--- src/papcp_defines.vh ---
// Overview of operation
// In both parallel schemes the host sends one byte at a time and the device reads all eight data lines; the code captures only in the async scheme.
// In a serial scheme the device leaves data lines one to seven undriven throughout configuration.
// After parallel configuration ends, data lines one to seven follow the user-mode shared-pin setting.
// In the async parallel scheme data line seven takes bit seven on writes and carries status on reads.
// While the read strobe is low the device drives ready/busy onto data line seven.
// Each rising edge of the write strobe captures the byte on the data lines.
// Ready/busy is high when another byte can be taken and low while busy.
// Ready/busy is driven high after power-up before configuration and after it before user mode.
// Outside the async parallel scheme the read strobe, write strobe and ready/busy pins stay undriven.
// A host that does not use the read strobe should tie it high.
// After async parallel configuration, line seven, both strobes and ready/busy follow the user-mode setting.
// The host selects the device with select low and select high, held through configuration.
// The host waits for ready before the next write strobe rising edge.
`ifndef PAPCP_DEFINES_VH
`define PAPCP_DEFINES_VH
`define PAPCP_SCHEME_SERIAL  2'h0
`define PAPCP_SCHEME_FAST    2'h1
`define PAPCP_SCHEME_ASYNC   2'h2
`define PAPCP_BYTE_W         8
`define PAPCP_FIFO_DEPTH     16
`define PAPCP_BUSY_CYCLES    4
`define PAPCP_STATUS_BIT     7
`endif

--- src/papcp_fifo.v ---
`timescale 1ns/100ps
module papcp_fifo #(
    parameter WIDTH = 8,
    parameter DEPTH = 16,
    parameter AW    = 4
) (
    // clock and reset
    input  wire             clk,
    input  wire             rst,
    // fill side
    input  wire             in_valid,
    output wire             in_ready,
    input  wire [WIDTH-1:0] in_data,
    // drain side
    output wire             out_valid,
    input  wire             out_ready,
    output reg  [WIDTH-1:0] out_data
);
    reg [WIDTH-1:0] mem [0:DEPTH-1];
    reg [AW-1:0]    wr_ptr_reg;
    reg [AW-1:0]    rd_ptr_reg;
    reg [AW:0]      count_reg;
    wire            do_wr;
    wire            do_rd;

    assign in_ready  = (count_reg != DEPTH[AW:0]);
    assign out_valid = (count_reg != {(AW+1){1'b0}});
    assign do_wr     = in_valid && in_ready;
    assign do_rd     = out_valid && out_ready;

    always @(posedge clk) begin
        if (do_wr) begin
            mem[wr_ptr_reg] <= in_data;
        end
    end

    always @* begin
        out_data = mem[rd_ptr_reg];
    end

    always @(posedge clk or posedge rst) begin
        if (rst) begin
            wr_ptr_reg <= {AW{1'b0}};
            rd_ptr_reg <= {AW{1'b0}};
            count_reg  <= {(AW+1){1'b0}};
        end else begin
            if (do_wr) begin
                wr_ptr_reg <= (wr_ptr_reg == DEPTH[AW-1:0] - 1'b1) ? {AW{1'b0}} : wr_ptr_reg + 1'b1;
            end
            if (do_rd) begin
                rd_ptr_reg <= (rd_ptr_reg == DEPTH[AW-1:0] - 1'b1) ? {AW{1'b0}} : rd_ptr_reg + 1'b1;
            end
            if (do_wr && !do_rd) begin
                count_reg <= count_reg + 1'b1;
            end else if (do_rd && !do_wr) begin
                count_reg <= count_reg - 1'b1;
            end
        end
    end
endmodule

--- src/papcp_port.v ---
`timescale 1ns/100ps
`include "papcp_defines.vh"
module papcp_port #(
    parameter BUSY_CYCLES = `PAPCP_BUSY_CYCLES,
    parameter FIFO_DEPTH  = `PAPCP_FIFO_DEPTH
) (
    // clock and reset
    input  wire       CLK,
    input  wire       RST,
    // scheme and phase
    input  wire [1:0] SCHEME,
    input  wire       CONFIG_ACTIVE,
    input  wire       USER_MODE,
    // user-mode shared-pin control
    input  wire [7:0] USER_DATA_OUT,
    input  wire [7:0] USER_DATA_OE,
    input  wire       USER_READY_OUT,
    input  wire       USER_READY_OE,
    // pins
    input  wire [7:0] DATA_IN,
    output wire [7:0] DATA_OUT,
    output wire [7:0] DATA_OE,
    input  wire       WRITE_STROBE_LOW,
    input  wire       READ_STROBE_LOW,
    output wire       READY_NOT_BUSY,
    output wire       READY_NOT_BUSY_OE,
    // configuration byte stream
    output wire       CFG_VALID,
    input  wire       CFG_READY,
    output wire [7:0] CFG_BYTE
);
    reg  [7:0] data_s1_reg;
    reg  [7:0] data_s2_reg;
    reg  [2:0] ws_s_reg;
    reg  [1:0] rs_s_reg;
    reg  [7:0] hold_reg;
    reg        push_reg;
    reg  [7:0] busy_cnt_reg;
    wire       async_sel;
    wire       cfg_sel;
    wire       ws_rise;
    wire       fifo_in_ready;
    wire       ready;
    wire       status_drv;

    assign async_sel = (SCHEME == `PAPCP_SCHEME_ASYNC);
    assign cfg_sel   = !USER_MODE;

    always @(posedge CLK or posedge RST) begin
        if (RST) begin
            data_s1_reg <= 8'h00;
            data_s2_reg <= 8'h00;
            ws_s_reg    <= 3'h7;
            rs_s_reg    <= 2'h3;
        end else begin
            data_s1_reg <= DATA_IN;
            data_s2_reg <= data_s1_reg;
            ws_s_reg    <= {ws_s_reg[1:0], WRITE_STROBE_LOW};
            rs_s_reg    <= {rs_s_reg[0], READ_STROBE_LOW};
        end
    end

    // edge is taken between stages two and three, never from stage one
    assign ws_rise = ws_s_reg[2] == 1'b0 && ws_s_reg[1] == 1'b1;

    // hold time: data stays valid across the strobe rise, so the synced bus is used
    always @(posedge CLK or posedge RST) begin
        if (RST) begin
            hold_reg     <= 8'h00;
            push_reg     <= 1'b0;
            busy_cnt_reg <= 8'h00;
        end else begin
            if (ws_rise && async_sel && CONFIG_ACTIVE && cfg_sel) begin
                hold_reg     <= data_s2_reg;
                push_reg     <= 1'b1;
                busy_cnt_reg <= BUSY_CYCLES[7:0];
            end else begin
                if (push_reg && fifo_in_ready) begin
                    push_reg <= 1'b0;
                end
                if (busy_cnt_reg != 8'h00) begin
                    busy_cnt_reg <= busy_cnt_reg - 8'h01;
                end
            end
        end
    end

    papcp_fifo #(
        .WIDTH (`PAPCP_BYTE_W),
        .DEPTH (FIFO_DEPTH),
        .AW    (4)
    ) u_fifo (
        .clk       (CLK),
        .rst       (RST),
        .in_valid  (push_reg),
        .in_ready  (fifo_in_ready),
        .in_data   (hold_reg),
        .out_valid (CFG_VALID),
        .out_ready (CFG_READY),
        .out_data  (CFG_BYTE)
    );

    // busy during configuration while a byte is pending, the busy count runs or the buffer cannot take another
    assign ready = !push_reg && fifo_in_ready && busy_cnt_reg == 8'h00 || !CONFIG_ACTIVE;

    assign status_drv = cfg_sel && async_sel && rs_s_reg[1] == 1'b0;

    // during configuration only line seven may drive; serial keeps all undriven
    assign DATA_OUT = USER_MODE ? USER_DATA_OUT : {ready, 7'h00};
    assign DATA_OE  = USER_MODE ? USER_DATA_OE  : {status_drv, 7'h00};

    assign READY_NOT_BUSY    = USER_MODE ? USER_READY_OUT : ready;
    assign READY_NOT_BUSY_OE = USER_MODE ? USER_READY_OE  : async_sel;
endmodule

--- config.mk ---
export PLATFORM = sky130hd
export DESIGN_NAME = papcp_port
export DESIGN_NICKNAME = d
export VERILOG_FILES = /design/src/papcp_fifo.v /design/src/papcp_port.v
export VERILOG_INCLUDE_DIRS = /design/src /design/src/src
export SDC_FILE = /design/constraint.sdc
export NUM_CORES = 1
export LEC_CHECK = 0
export BUFFER_PORTS_ARGS = -buffer_cell sky130_fd_sc_hd__buf_2
export CAP_MARGIN = 10
export CORE_MARGIN = 1.5
export CORE_UTILIZATION = 35
export CTS_CLUSTER_DIAMETER = 40
export DETAILED_ROUTE_END_ITERATION = 10
export GPL_TIMING_DRIVEN = 0
export PLACE_DENSITY = 0.63
export REMOVE_ABC_BUFFERS = 1
export SLEW_MARGIN = 20
export SYNTH_ARGS = -nofsm -noshare
export SYNTH_HDL_FRONTEND = slang
export SYNTH_SLANG_ARGS = --single-unit
--- constraint.sdc ---
create_clock -name CLK -period 2.7 [get_ports CLK]
set_input_delay 0.54 -clock CLK [delete_from_list [all_inputs] [get_ports CLK]]
set_output_delay 0.54 -clock CLK [all_outputs]
set_load 0.01 [all_outputs]
# Word-level counts from Yosys, hierarchy flattened

Memories as Yosys holds them, arrays and structs flattened.
Cells that the tools add are included.

Mux-type cells: 14
$add $sub $neg: 5
Reductions and logical operators: 24
Bitwise logic cells: 2
Eq/ne operators: 4

Operators with widths:

| cell                                                                | number |
|---|---|
| 8-bit 2-to-1 mux                                                    | 4 |
| 1-bit logical AND                                                   | 12 |
| 5-bit 2-to-1 mux                                                    | 2 |
| 4-bit by 1-bit adder with 4-bit output (second input constant)      | 2 |
| 4-bit == test (second input constant)                               | 2 |
| 8-bit zero test                                                     | 1 |
| 4-bit 2-to-1 mux                                                    | 2 |
| 8-bit nonzero test                                                  | 1 |
| 8-bit by 1-bit subtractor with 8-bit output (second input constant) | 1 |
| 1-bit 2-to-1 mux                                                    | 6 |
| 2-bit nonzero test                                                  | 3 |
| 5-bit by 1-bit adder with 5-bit output (second input constant)      | 1 |
| 1-bit zero test                                                     | 5 |
| 5-bit inequality test (second input constant)                       | 1 |
| 5-bit nonzero test                                                  | 1 |
| 5-bit by 1-bit subtractor with 5-bit output (second input constant) | 1 |
| 2-bit == test (second input constant)                               | 1 |
| 1-bit inverter                                                      | 2 |
| 1-bit logical OR                                                    | 1 |

Output and inout port bits: 27
Logic and storage cells: 60
Register bits: 51
Bits of input ports: 35
RAM bits: 128
Memories: 1

Memory list:

| name       | depth | width | read ports | clocked after Yosys merged registers in | wr ports | line            | RTL |
|---|---|---|---|---|---|---|---|
| u_fifo.mem | 16    | 8     | 1          | 0                                       | 1        | papcp_fifo.v:19 | `reg [WIDTH-1:0] mem [0:DEPTH-1];` |

# Logic depth before layout (Yosys ltp)

Word-level depth: 6
Gate-level depth with buffers: 10
Gate-level depth less buffers: 10

# Hierarchy

From an unflattened synthesis, not the netlist that was laid out.

Cell total of the unflattened synthesis: 451
Area, all modules: 7379.6 µm²

Modules (own cells, without submodules):

| module     | area each (µm²) | cells each | seq. area each (µm²) | times used |
|---|---|---|---|---|
| papcp_fifo | 5834.3          | 334        | 4169.0               | 1 |
| papcp_port | 1545.2          | 117        | 957.2                | 1 |

# Worst setup path after synthesis

Ideal clock, no wire load.

Path kind: register -> register
Start point: register u_fifo.count_reg[0]
End point: register u_fifo.count_reg[4]
Cell stages (with the launch flop): 10
Arrival: 2.844 ns
Buffers on the path: 0
Setup time: 0.126 ns
Path slack: -0.270 ns
Clock period less this slack: 2.970 ns
Required time: 2.574 ns
Cell sequence: dfrtp_1 -> or4_4 -> o21ai_2 -> ha_1 -> inv_1 -> fa_1 -> a21o_1 -> a2111oi_0 -> a31oi_1 -> a221o_1

Cells in the longest elaborated chain, start to end: 5
Elaborated cells on any way between the ends: 13
Classes of those cells: add/sub: 2; eq/ne: 1; mux: 2; reduce/logical: 8

RTL lines:

| what                                                                                | line            | RTL |
|---|---|---|
| start, declared                                                                     | papcp_fifo.v:22 | `reg [AW:0] count_reg;` |
| start signal, assigned                                                              | papcp_fifo.v:45 | `count_reg <= {(AW+1){1'b0}};` |
| start signal, assigned                                                              | papcp_fifo.v:54 | `count_reg <= count_reg + 1'b1;` |
| start signal, assigned                                                              | papcp_fifo.v:56 | `count_reg <= count_reg - 1'b1;` |
| branches (longest 5 deep; another with 5-bit by 1-bit subtractor with 5-bit output) | -               |  |

Parallel ways; which one is timed is not known. The select of a mux whose other input is x is not followed.
A chain may end at the register's enable or synchronous reset.

# Worst setup path in the final report

Start point: register u_fifo.count_reg[2]
End point: register u_fifo.count_reg[4]

Same word-level chain as after synthesis.

==> results.ini <==
[global_route]
grt_pass1_vias = 4164
grt_pass1_wl_um = 22900
grt_antenna_before_repair = 0
grt-ovfl-total = 0
grt_usage_pct = 14.3
grt_max_degree = 30

[synthesis]
synth_compound_area_share_pct = 4.89
synth_seq_cells = 179
yosysTopAreaCell = edfxtp_1
syn_avg_cell_area_sq_um = 16.8
synthFlopType = edfxtp_1
ys_seq_area_share_pct = 71.6
syn_area_sq_um = 7160
synth-simple-area-share_pct = 8.42
synth_area_leaders = edfxtp_1, dfrtp_1, mux4_2
synth_fa_ha_area_share_pct = 2.03
ys_types = 46
synth_top_family_by_area = multiplexers
synth-edff-count = 128
synth_xor_area_share_pct = 0.856
muxShareOfSynthArea_pct = 10.7
synthCells = 427
ys_async_sr_fraction_pct = 28.5
synth_top_area_share_pct = 53.7
synth_warnings = 0

[clock_tree]
insertion_delay_ps = 420
cts-buffers-inserted = 17
cts_buffer_depth = 2
clk_pin_slew_worst_paths_ps = 70
holdBufCountCts = 0
h-tree-depth = 4
clockRootBuffer = clkbuf_16
cts_sinks = 179
cts_tree = done

[worst_setup_path]
required_ps = 3000
rr_startpoint = u_fifo.count_reg[2]$_DFFE_PP0P_
path_class = flip-flop to flip-flop
worstPathCellList = or4_4 -> o21ai_4 -> ha_4 -> inv_6 -> fa_2 -> a21o_1 -> a2111oi_4 -> a31oi_1 -> a221o_1
reg2regPathDepth = 9
cp_max_fo = 6
cp_slowest_cell = or4_4
end_kind = flip-flop
rr_endpoint = u_fifo.count_reg[4]$_DFFE_PP0P_
start_kind = flip-flop
cp-startpoint = u_fifo.count_reg[2]$_DFFE_PP0P_
worst_path_largest_cell_delay_ps = 590
r2r_slack_ps = -60
arrival_ps = 3060

[sta]
layout_setup_ws_ps = -61.1
max_freq_ghz = 0.362
worst_pin_slew_ps = 776
layout_min_cycle_time_ps = 2760
fin_worst_skew_ps = 14.4
fin_crit_sh_pct = 102
whs_ps = 151
tns_ps = -61.1
maxSlewViolCount = 0
rsz0062_at_grt = yes
setup_viol = 1
hold_violations = 0
maxSlewHeadroom_pct = 48.2

[place]
port_buffers = 61
dp_slack_ps = -543
hpwl_um = 9180
dpl.cell_count = 743
place_congestion = 0.772

[layout]
nNetsFinal = 563
regMostFlops = u_fifo.mem
final_layout_size_suffix_gt1_share_pct = 34.7
largest_register_ffs = 128
area_delta_synth_final_pct = 22.9
instances_no_fill = 800
n_antenna_cell = 0

[die]
core_sq_um = 20200
die_x_um = 146
io_pins = 62
start_util_pct = 35.5
dieArea_sq_um = 21300
rows = 52
fp.dieH_um = 146

[detailed_routing]
antenna_left = 0
first_pass_iters = 4
routed_wirelength_um = 14800
drcViolationCount = 0
num_vias = 3939
post_drt_wl_per_cell_um = 18.5
drtIter0Drc = 224
drt-vias-per-instance = 4.92

[power]
power_frac_comb_pct = 30.5
p_sw_share_pct = 30.2
p_int_mw = 6.05
p_per_area_nw_per_um2 = 985
clkPwrFrac_pct = 28.4
irDropWorstVdd_v = 0.000481
p_leak_nw = 3.28
seqPwrFrac_pct = 41.0
power.net_switching_mw = 2.62

[job]
maxCapViolations = 0

[run_status]
status = complete, but fails checks
violations = negative setup slack

[worst_hold_path]
hold_path.class = input pin to async pin

[Yosys cell counts, types with 3 or more instances]
| cell | instances |
|---|---|
| a22oi_1 | 16 |
| nor2b_1 | 3 |
| and2_1 | 33 |
| nand3_1 | 5 |
| mux4_2 | 32 |
| dfstp_2 | 5 |
| nand2_1 | 44 |
| buf_2 | 5 |
| dfrtp_1 | 46 |
| ha_1 | 10 |
| edfxtp_1 | 128 |
| nor3b_1 | 3 |
| inv_1 | 10 |
| a21o_1 | 6 |
| a21oi_1 | 7 |
| o21ai_0 | 9 |
| xnor2_1 | 5 |
| nor3_1 | 4 |
| nor2_1 | 13 |
| clkbuf_1 | 11 |
[cell type report]
cell class                 count  area [sq um]
multi-input combinational    220          2060
sequential                   179          5130
timing repair buffer          88           634
clock buffer                  19           433
clock inverter                13           156
tap                          270           338
fill                        1811         11400
inverter                      11          48.8
[metal layers]
metal / global-route usage [%] / part of all wire [%] / wire length (um) / vias up
li1: - / - / - / 1798
met1: 18.2 / 43 / 6360 / 1993
met2: 24.1 / 49 / 7330 / 134
met3: 3.53 / 6.3 / 940 / 14
met4: 4.55 / 1.4 / 204 / 0
met5: 0 / 0 / 0 / -
[worst max-delay path: cells and delay by family, from the launching register on]
family                   cells  cell delay, ps
AO/OA/AOI/OAI                5            1090
adder cells (fa/ha/maj)      2             530
AND/OR/NAND/NOR              1             590
buffers and inverters        1              50
flip-flops                   1             380
[through the flow]
step / cell area [sq um] / total power, mW / util, %
floorplan: 7090 / 4.90 / -
global placement: 7730 / 5.56 / 38.3
detailed placement: 7800 / 5.67 / 38.7
CTS: 8640 / 8.47 / 42.9
global route: 8800 / 9.08 / 43.6
finish: 8800 / 8.67 / 43.6
[timing repair]
action	4_1_cts	5_1_grt
setup endpoints to repair	12	10
cloned	0	2
hold endpoints to repair	0	0
setup buffers	16	7
resized for setup	22	11
pin swaps	6	18
[worst max-delay path by stage]
| stage | slack, ps | to | depth (start not counted) |
|---|---|---|---|
| floorplan | -270 | u_fifo.count_reg[4]$_DFFE_PP0P_ | 9 |
| global placement | -1120 | CFG_BYTE[2] | 4 |
| detailed placement | -540 | u_fifo.count_reg[4]$_DFFE_PP0P_ | 9 |
| CTS | -60 | u_fifo.count_reg[4]$_DFFE_PP0P_ | 9 |
| global route | -140 | u_fifo.count_reg[4]$_DFFE_PP0P_ | 9 |
| finish | -60 | u_fifo.count_reg[4]$_DFFE_PP0P_ | 9 |
[power by group through the flow]
stage / registers [mW] / clock network (mW) / logic, mW
after CTS: 3.54 / 2.49 / 2.44
after floorplan: 3.63 / 0 / 1.27
final: 3.56 / 2.47 / 2.65
after detailed placement: 3.79 / 0 / 1.87
after global routing: 3.59 / 2.62 / 2.86
after global placement: 3.81 / 0 / 1.75
[kinds of logic after synthesis]
logic type,Yosys count
muxes,36
AOI/OAI and AO/OA,50
buffers and inverters,28
and+or+nand+nor,116
xor gates and xnor gates,7
adders and majority gates,11
DFF,179
[cell usage in the layout (no fill, tap or decap), types with 4 or more instances in the layout]
master     instances
a21o_1             6
a21oi_1            7
a22oi_1            7
a22oi_2            9
and2_1            33
buf_12             4
buf_2             60
buf_4             16
buf_6              5
clkbuf_16         19
dfrtp_1           43
dfstp_2            5
edfxtp_1         128
ha_1               8
inv_1              8
inv_6              4
mux4_2            32
nand2_1           44
nand3_1            4
nor2_1            12
nor3_1             4
o21ai_0            9
xnor2_1            5
Power figures use the tool's default switching activity.
